[config.mk]
export PLATFORM = sky130hd
export DESIGN_NAME = sdram_cmd_if
export DESIGN_NICKNAME = d
export VERILOG_FILES = /design/src/rtl/sdram_cmd_if.v /design/src/rtl/cmd_decode.v
export VERILOG_INCLUDE_DIRS = /design/src /design/src/rtl
export SDC_FILE = /design/constraint.sdc
export NUM_CORES = 1
export LEC_CHECK = 0
export ABC_AREA = 1
export BUFFER_PORTS_ARGS = -buffer_cell sky130_fd_sc_hd__buf_2
export CAP_MARGIN = 15
export CORE_AREA = 2 2 109 111
export CTS_BUF_LIST = sky130_fd_sc_hd__clkbuf_8 sky130_fd_sc_hd__clkbuf_16
export CTS_CLUSTER_SIZE = 24
export DETAILED_ROUTE_END_ITERATION = 8
export DIE_AREA = 0 0 111 113
export PLACE_DENSITY = 0.69
export SLEW_MARGIN = 30
export SYNTH_ARGS = -nofsm -noshare
export SYNTH_HDL_FRONTEND = slang
export SYNTH_SLANG_ARGS = --single-unit
[constraint.sdc]
create_clock -name clk -period 1.9 [get_ports clk]
set_clock_uncertainty 0.1 [all_clocks]
set_input_delay 0.095 -clock clk [delete_from_list [all_inputs] [get_ports clk]]
set_output_delay 0.095 -clock clk [all_outputs]
set_load 0.01 [all_outputs]
[src/rtl/sdram_cmd_map.vh]
// Constants for the module command interface: command codes, field
// positions, mode register layout and latency figures.
// Assumes inclusion by plain Verilog-2005 design files.
`ifndef SDRAM_CMD_MAP_VH
`define SDRAM_CMD_MAP_VH

// Command code {cs_n, ras_n, cas_n, we_n}
`define CMD_MRS      4'h0
`define CMD_REF      4'h1
`define CMD_PRE      4'h2
`define CMD_ACT      4'h3
`define CMD_WR       4'h4
`define CMD_RD       4'h5
`define CMD_BST      4'h6
`define CMD_NOP      4'h7

// Address fields
`define ADDR_W       13
`define BANK_W       2
`define LANES        8
`define AP_BIT       10
`define COL_W        11

// Mode register fields
`define MR_BL_LSB    0
`define MR_BL_MSB    2
`define MR_BT_BIT    3
`define MR_CL_LSB    4
`define MR_CL_MSB    6
`define MR_RESET     13'h0030
`define EMR_RESET    13'h0000
`define MR_SEL_NORM  2'h0
`define MR_SEL_EXT   2'h2

// Burst length codes and full page length
`define BL_1         3'h0
`define BL_2         3'h1
`define BL_4         3'h2
`define BL_8         3'h3
`define BL_PAGE      3'h7
`define PAGE_LEN     12'h800

// Read mask to high impedance latency in clocks
`define DQM_RD_LAT   2

`endif

[src/rtl/sdram_cmd_if.v]
// Command, control and address front end of a registered memory module.
// Assumes all inputs but the asynchronous reset nrst synchronous to clk; the host obeys command timing.
`default_nettype none
`include "sdram_cmd_map.vh"

// Function
// - Strobes plus chip select define the command each clock.
// - Chip select high masks all commands; it is part of code.
// - Clock gate high runs; low gives power-down or self refresh with all banks closed, suspend during a burst.
// - Clock gate synchronous except while in power-down or self refresh.
// - Read lanes with mask high go high impedance two clocks later.
// - Bank select picks bank for ACTIVE, READ, WRITE, PRECHARGE.
// - Address gives row with ACTIVE, column with READ or WRITE.
// - Address bit 10 is auto precharge for READ and WRITE.
// - PRECHARGE with bit 10 low hits one bank, high hits all.
// - Mode register set loads the address as op-code.
// - Bank select chooses normal or extended mode register.
// - Register mode delays control and address by one clock.
// - Bursts of 1, 2, 4, 8 or full page, with terminate.
module sdram_cmd_if
(
  input  wire                  clk,
  input  wire                  nrst,
  input  wire                  chip_select_n_lo,
  input  wire                  chip_select_n_hi,
  input  wire                  ras_n,
  input  wire                  cas_n,
  input  wire                  we_n,
  input  wire                  clock_gate_in,
  input  wire [`LANES-1:0]     byte_mask_lanes,
  input  wire                  bank_select_0,
  input  wire                  bank_select_1,
  input  wire [`ADDR_W-1:0]    addr,
  input  wire                  register_mode_select,
  output reg  [3:0]            bank_open_r,
  output reg  [`ADDR_W-1:0]    access_row_r,
  output reg  [`COL_W-1:0]     access_col_r,
  output reg  [`BANK_W-1:0]    access_bank_r,
  output reg                   auto_precharge_r,
  output reg                   burst_active_r,
  output reg                   burst_is_write_r,
  output reg  [`LANES-1:0]     write_lane_en_r,
  output reg  [`LANES-1:0]     read_drive_en_r,
  output reg  [`ADDR_W-1:0]    mode_reg_r,
  output reg  [`ADDR_W-1:0]    ext_mode_reg_r,
  output reg                   power_down_r,
  output reg                   self_refresh_r,
  output reg                   clock_suspend_r,
  output wire                  input_buf_en,
  output reg                   refresh_pulse_r,
  output reg                   protocol_err_r
);

  // ==========================================================
  // Helpers
  // ==========================================================
  function [11:0] burst_len;
    input [2:0] code;
    begin
      case (code)
        `BL_1:    burst_len = 12'h001;
        `BL_2:    burst_len = 12'h002;
        `BL_4:    burst_len = 12'h004;
        `BL_8:    burst_len = 12'h008;
        `BL_PAGE: burst_len = `PAGE_LEN;
        default:  burst_len = 12'h001;
      endcase
    end
  endfunction

  function [3:0] bank_onehot;
    input [1:0] b;
    begin
      bank_onehot = 4'h1 << b;
    end
  endfunction

  // ==========================================================
  // Input stage: registered or buffered
  // ==========================================================
  localparam ST_RUN = 3'h1;
  localparam ST_PD  = 3'h2;
  localparam ST_SR  = 3'h4;

  reg  [2:0]          state_r;
  reg  [2:0]          state_nxt;
  reg  [3:0]          cmd_q_r;
  reg  [`BANK_W-1:0]  ba_q_r;
  reg  [`ADDR_W-1:0]  addr_q_r;
  reg                 cke_q_r;
  reg                 cke_prev_r;
  wire                cs_n_in;
  wire [3:0]          cmd_in;
  wire [3:0]          cmd_s;
  wire [`BANK_W-1:0]  ba_s;
  wire [`ADDR_W-1:0]  addr_s;
  wire                cke_s;
  wire                asleep;

  assign asleep       = state_r != ST_RUN;
  // Both rank selects tie to the same rank; either low enables it
  assign cs_n_in      = chip_select_n_lo & chip_select_n_hi;
  // Dead buffers read as NOP so nothing decodes while asleep
  assign input_buf_en = ~asleep;
  assign cmd_in       = input_buf_en ? {cs_n_in, ras_n, cas_n, we_n}
                                     : `CMD_NOP;

  always @(posedge clk or negedge nrst)
  begin
    if (!nrst)
    begin
      cmd_q_r  <= `CMD_NOP;
      ba_q_r   <= 2'h0;
      addr_q_r <= 13'h0000;
      cke_q_r  <= 1'b1;
    end
    else
    begin
      cmd_q_r  <= cmd_in;
      ba_q_r   <= {bank_select_1, bank_select_0};
      addr_q_r <= addr;
      cke_q_r  <= clock_gate_in;
    end
  end

  assign cmd_s  = register_mode_select ? cmd_q_r : cmd_in;
  assign ba_s   = register_mode_select ? ba_q_r
                                       : {bank_select_1, bank_select_0};
  assign addr_s = register_mode_select ? addr_q_r : addr;
  assign cke_s  = register_mode_select ? cke_q_r : clock_gate_in;

  wire is_mrs;
  wire is_ref;
  wire is_pre;
  wire is_act;
  wire is_wr;
  wire is_rd;
  wire is_bst;

  cmd_decode u_dec
  (
    .cs_n   (cmd_s[3]),
    .ras_n  (cmd_s[2]),
    .cas_n  (cmd_s[1]),
    .we_n   (cmd_s[0]),
    .is_mrs (is_mrs),
    .is_ref (is_ref),
    .is_pre (is_pre),
    .is_act (is_act),
    .is_wr  (is_wr),
    .is_rd  (is_rd),
    .is_bst (is_bst)
  );

  // Commands only act when the clock was enabled in the prior cycle
  wire run = (state_r == ST_RUN) & cke_prev_r;

  // ==========================================================
  // Power states
  // ==========================================================
  always @*
  begin
    state_nxt = state_r;
    case (state_r)
      ST_RUN:
        if (cke_prev_r && !cke_s && !burst_active_r && bank_open_r == 4'h0)
          state_nxt = is_ref ? ST_SR : ST_PD;
      ST_PD:
        // Gate is watched directly, not through the input register
        if (clock_gate_in)
          state_nxt = ST_RUN;
      ST_SR:
        if (clock_gate_in)
          state_nxt = ST_RUN;
      default:
        state_nxt = ST_RUN;
    endcase
  end

  always @(posedge clk or negedge nrst)
  begin
    if (!nrst)
    begin
      state_r         <= ST_RUN;
      cke_prev_r      <= 1'b1;
      power_down_r    <= 1'b0;
      self_refresh_r  <= 1'b0;
      clock_suspend_r <= 1'b0;
    end
    else
    begin
      state_r         <= state_nxt;
      cke_prev_r      <= (state_nxt == ST_RUN) ? cke_s : 1'b0;
      power_down_r    <= state_nxt == ST_PD;
      self_refresh_r  <= state_nxt == ST_SR;
      clock_suspend_r <= (state_nxt == ST_RUN) & ~cke_s
                         & burst_active_r;
    end
  end

  // ==========================================================
  // Bank, address and burst tracking
  // ==========================================================
  reg  [11:0] burst_left_r;
  wire [11:0] new_len = burst_len(mode_reg_r[`MR_BL_MSB:`MR_BL_LSB]);
  wire        col_cmd = run & (is_rd | is_wr);
  wire [3:0]  pre_mask = addr_s[`AP_BIT] ? 4'hf : bank_onehot(ba_s);
  // Auto precharge closes its bank even under a concurrent command
  wire [3:0]  ap_close = (burst_active_r && cke_prev_r && auto_precharge_r
                          && burst_left_r == 12'h001) ?
                         bank_onehot(access_bank_r) : 4'h0;

  always @(posedge clk or negedge nrst)
  begin
    if (!nrst)
    begin
      bank_open_r      <= 4'h0;
      access_row_r     <= 13'h0000;
      access_col_r     <= 11'h000;
      access_bank_r    <= 2'h0;
      auto_precharge_r <= 1'b0;
      burst_active_r   <= 1'b0;
      burst_is_write_r <= 1'b0;
      burst_left_r     <= 12'h000;
      mode_reg_r       <= `MR_RESET;
      ext_mode_reg_r   <= `EMR_RESET;
      refresh_pulse_r  <= 1'b0;
      protocol_err_r   <= 1'b0;
    end
    else
    begin
      // Refresh with the gate low enters self refresh, not auto refresh
      refresh_pulse_r <= run & is_ref & cke_s;
      if (run & is_act)
      begin
        bank_open_r   <= (bank_open_r & ~ap_close) | bank_onehot(ba_s);
        access_bank_r <= ba_s;
        access_row_r  <= addr_s;
      end
      else if (run & is_pre)
        bank_open_r <= bank_open_r & ~pre_mask & ~ap_close;
      else
        bank_open_r <= bank_open_r & ~ap_close;
      if (col_cmd)
      begin
        // Host must have opened the row first; flag it if not
        if (!bank_open_r[ba_s])
          protocol_err_r <= 1'b1;
        access_bank_r    <= ba_s;
        access_col_r     <= {addr_s[11], addr_s[9:0]};
        auto_precharge_r <= addr_s[`AP_BIT];
        burst_active_r   <= 1'b1;
        burst_is_write_r <= is_wr;
        burst_left_r     <= new_len;
      end
      else if (run & (is_bst | is_pre))
      begin
        burst_active_r <= 1'b0;
        burst_left_r   <= 12'h000;
      end
      else if (burst_active_r && cke_prev_r)
      begin
        // Full page wraps and runs until terminated
        if (burst_left_r == 12'h001 &&
            mode_reg_r[`MR_BL_MSB:`MR_BL_LSB] != `BL_PAGE)
          burst_active_r <= 1'b0;
        else if (burst_left_r == 12'h001)
          burst_left_r <= `PAGE_LEN;
        else
          burst_left_r <= burst_left_r - 12'h001;
      end
      if (run & is_mrs)
      begin
        if (ba_s == `MR_SEL_EXT)
          ext_mode_reg_r <= addr_s;
        else if (ba_s == `MR_SEL_NORM)
          mode_reg_r <= addr_s;
      end
    end
  end

  // ==========================================================
  // Byte masks
  // ==========================================================
  reg [`LANES-1:0] rd_mask_d1_r;
  genvar g;
  generate
    for (g = 0; g < `LANES; g = g + 1)
    begin : g_lane
      always @(posedge clk or negedge nrst)
      begin
        if (!nrst)
        begin
          write_lane_en_r[g] <= 1'b0;
          rd_mask_d1_r[g]    <= 1'b1;
          read_drive_en_r[g] <= 1'b0;
        end
        else
        begin
          // Write data for a masked lane is dropped in that cycle
          write_lane_en_r[g] <= burst_is_write_r & burst_active_r
                                & ~byte_mask_lanes[g];
          // Two stages give the two-clock read mask latency
          rd_mask_d1_r[g]    <= byte_mask_lanes[g];
          read_drive_en_r[g] <= ~burst_is_write_r & burst_active_r
                                & ~rd_mask_d1_r[g];
        end
      end
    end
  endgenerate

endmodule // sdram_cmd_if

`default_nettype wire

[src/rtl/cmd_decode.v]
// Command decoder: turns the strobe combination into one-hot commands.
// Assumes the strobes are already synchronous to the module clock.
`default_nettype none
`include "sdram_cmd_map.vh"

module cmd_decode
(
  input  wire       cs_n,
  input  wire       ras_n,
  input  wire       cas_n,
  input  wire       we_n,
  output wire       is_mrs,
  output wire       is_ref,
  output wire       is_pre,
  output wire       is_act,
  output wire       is_wr,
  output wire       is_rd,
  output wire       is_bst
);

  wire [3:0] code;

  // Chip select high masks every command, so it forms the top code bit
  assign code   = {cs_n, ras_n, cas_n, we_n};
  assign is_mrs = (code == `CMD_MRS);
  assign is_ref = (code == `CMD_REF);
  assign is_pre = (code == `CMD_PRE);
  assign is_act = (code == `CMD_ACT);
  assign is_wr  = (code == `CMD_WR);
  assign is_rd  = (code == `CMD_RD);
  assign is_bst = (code == `CMD_BST);

endmodule // cmd_decode

`default_nettype wire

==> results <==
- The flow ran to the end, and the final reports show no timing, DRC or antenna violations.
- The clock transition at the register clock pins on the worst setup and hold paths after CTS is 0.05 ns.
- The number of flops mapped to enable cells by yosys is 0.
- The number of clock buffers added by TritonCTS is 17.
- After floorplanning, the core was sized to cover 11270 um^2.
- The via count of the first global-routing pass is 4295.
- The number of nets produced by synthesis is 574.
- The number of synthesized register bits is 124.
- The clock sink count is 124.
- The compound-gate portion of the synthesized area came to 0.07513.
- Yosys printed 0 warnings.
- After technology mapping, the gate count stands at 540.
- The max-capacitance violation count is 0.
- The H-tree generated during clock tree synthesis spans 4 levels.
- The chip width is 111 um.
- For the worst setup path, the data required time is 2.08 ns.
- The violation count after the first detailed-routing iteration is 219.
- For this configuration, the core starts out at a cell density of 0.4610.
- The global router's overall resource usage is 0.2085.
- STA classifies the critical path startpoint as a register.
- The worst path needs 1.866 ns of the cycle, external delays included.
- The wire length the detailed router placed on met1 is 5.668 mm.
- The height of the die is 113 um.
- The deepest clock path buffer count is 2.
- The total count of hold-check failures in the final report came to 0.
- Data arrives at the worst endpoint at 2.05 ns.
- The buffer type at the clock tree root is clkbuf_16.
- The max-slew violation total from the final report came to 0.
- The category of the worst setup path capture point is a register.
- The routed design uses 777 um of met3 wire.
- From synthesis to final layout, the design area changed by 36.07%.
- The remaining antenna violation count after routing is 0.
- After routing the design area is 7071 um^2.
- The initial antenna violation count is 0.
- The share of synthesized cell area in and, or, nand and nor gates is 0.2348.
- The critical path goes through nor2_4 > nand3b_1 > nand2_1 > nand2_4 > nor2_4 > buf_4 > nand3_4 > nand2_1 > o21ai_1.
- The later pin in the worst-skew pair is clocked with a latency of 0.41 ns.
- The number of ports placed on the die boundary is 113.
- The slew at the pin closest to its max-slew limit is 0.5073 ns.
- The critical path in this run is classified as register to register.
- The total number of cells along the worst setup path is 9.
- The largest voltage drop on the vdd net is 0.8639 mV.
- Headroom to the max-slew limit came out at 0.6618.
- The cell class contributing the biggest share of worst-path delay is simple AND/OR/NAND/NOR gates.
- Signal routing reaches up to met4.
- The first global-routing pass estimated 20.83 mm of wire.
- The synthesized netlist occupies a cell area of 5196 um^2.
- The most used flip-flop cell after synthesis is dfrtp_1.
- The slowest stage of the critical path is the dfrtp_1 cell.
- Once placement finished, the instance area stood at 5962 um^2.
- The number of placement rows is 39.
- The sum of net half-perimeters after detailed placement is 8.350 mm.
- The final cycle utilization of the critical path is 0.9823.
- The first detailed-routing pass took 4 iterations.
- Setup repair after global routing could not meet its margin everywhere.
- Timing would allow up to 535.8 MHz.
- The total of endpoints with negative setup slack in the final report is 0.
- The tightest min-delay check is of the input pin to async pin type.
- The number of antenna cells inserted is 0.
- The final RePlAce weighted congestion is 0.8573.
- OpenSTA, run right after detailed placement, puts the worst setup slack at 0.04395 ns.
- The worst register-to-register path has a depth of 9.
- In the routed design, unresolved DRC markers number 0.
- The leakage component of the power is 3.680 nW.
- The routed length on met2 is 6.553 mm.
- The number of vias in the routed layout is 4380.
- Summed over all layers, the global routing overflow is 0.
- The count of distinct cell types in the synthesized netlist is 37.
- The maximum cell stage delay along the critical path is 0.41 ns.
- The leading cell type in the layout, fill and taps excluded is nand2_1.
- The fraction of synthesized area in multiplexers is 0.02312.
- After synthesis, the share of flip-flops with an asynchronous set or reset is 1.000.
- The highest net fanout along the worst path is 7.
- After synthesis, the mean cell area works out to 9.623 um^2.
- The number of buffer cells added on primary ports is 112.
- Of the total synthesized cell area, the portion taken by XOR and XNOR cells is 0.01180.
- TritonCTS built the clock tree.
- In the layout the commonest cells are nand2_1, buf_2, dfrtp_1.
- The maximum number of pins on one net before global-route repair is 56.
- Across all setup checks in the final design, the least slack found is 0.03360 ns.
- The average wire length per cell after detail routing is 15.14 um.
- The die covers 12540 um^2.
- After detailed routing, the number of vias per cell comes to 5.029.
- Dividing total power by cell area gives a power density of 1479 nW/um^2.
- The sum of routed wire length over all layers is 13.19 mm.
- The share of final-layout standard cells stronger than drive strength 1 is 0.3077.
- Of the synthesized area, sequential elements account for 0.6010.
- The number of nets in the finished design is 751.
- Of the total synthesized cell area, the portion taken by full adders, half adders and majority gates is 0.004816.
- The combined buffer and inverter count along the critical path is 1.
- The main combinational cell family by area after synthesis is simple AND/OR/NAND/NOR gates.
[synthesized netlist by cell type (3+ instances only)]
cell | n | area, um^2
nand2_1 | 155 | 581.8
dfrtp_1 | 108 | 2703
nor2_1 | 57 | 214.0
inv_1 | 31 | 116.4
o21ai_1 | 31 | 155.2
o21ai_0 | 27 | 135.1
nand3_1 | 23 | 115.1
dfstp_2 | 16 | 420.4
nand4_1 | 13 | 81.33
mux2i_1 | 12 | 120.1
buf_6 | 7 | 78.83
buf_2 | 6 | 30.03
o21ai_2 | 6 | 52.55
xor2_1 | 6 | 52.55
nor3_1 | 5 | 25.02
inv_2 | 4 | 15.01
nand2_2 | 4 | 25.02
nor2_2 | 3 | 18.77
nor2_4 | 3 | 33.78
or2_1 | 3 | 18.77
[through the flow]
step	setup TNS [ns]	std cells	hold WS (ns)	total power, mW	util
floorplan	0	540	-0.3006	5.824	-
global placement	0	797	-0.004771	6.979	0.5289
detailed placement	0	797	0.0007055	7.075	0.5289
CTS	0	857	0.1068	10.39	0.6072
global route	-1.385	871	0.1393	11.16	0.6273
finish	0	871	0.09310	10.46	0.6273
[sequential cells by signal, summed over array words and instances (netlist names)]
register	flops
access_row_r	13
addr_q_r	13
ext_mode_reg_r	13
mode_reg_r	13
burst_left_r	12
access_col_r	11
rd_mask_d1_r	8
read_drive_en_r	8
write_lane_en_r	8
bank_open_r	4
cmd_q_r	4
state_r	3
access_bank_r	2
ba_q_r	2
auto_precharge_r	1
burst_active_r	1
burst_is_write_r	1
cke_prev_r	1
cke_q_r	1
clock_suspend_r	1
power_down_r	1
protocol_err_r	1
refresh_pulse_r	1
self_refresh_r	1
[power by group]
group / internal (mW) / leakage [nW] / switching (mW)
clock network: 2.09 / 0.298 / 1.12
logic: 1.33 / 1.83 / 1.97
registers: 3.41 / 1.55 / 0.537
[cells by family (layout without fill, tap and decap cells)]
| logic type | Yosys count | in the layout |
|---|---|---|
| simple gates | 274 | 279 |
| flops | 124 | 124 |
| compound gates | 69 | 69 |
| buf+inv | 52 | 235 |
| mux | 12 | 12 |
| xor+xnor | 7 | 7 |
| fa+ha+maj | 2 | 2 |
[worst paths after layout]
kind,endpoint,slack [ns],startpoint
hold reg to reg,protocol_err_r,0.37,protocol_err_r
min in group clk,cke_prev_r,0.16,register_mode_select
setup reg to reg,ext_mode_reg_r[5],0.03,state_r[2]
max in group asynchronous,cke_q_r,0.83,nrst
hold / removal,read_drive_en_r[5],0.09,nrst
setup / recovery,ext_mode_reg_r[5],0.03,state_r[2]
[area by class of cell]
class / instances / area, um^2
clock buffer: 19 / 452.9
multi-input combinational: 369 / 1952
timing repair buffer: 168 / 1091
clock inverter: 11 / 128.9
tap: 143 / 178.9
fill: 941 / 4202
sequential: 124 / 3123
inverter: 37 / 143.9
[per-layer routing]
metal  vias up  track usage
li1       2112            -
met1      2116       0.2520
met2       132       0.3485
met3        20      0.06963
met4         0      0.08167
met5         -            0
[what timing repair did]
item / 4_1_cts / 5_1_grt
hold buffers: 30 / 0
setup buffers: 0 / 9
endpoints found under the setup margin: 0 / 65
endpoints found under the hold margin: 109 / 0
resized for setup: 0 / 22
Power figures use the tool's default switching activity.
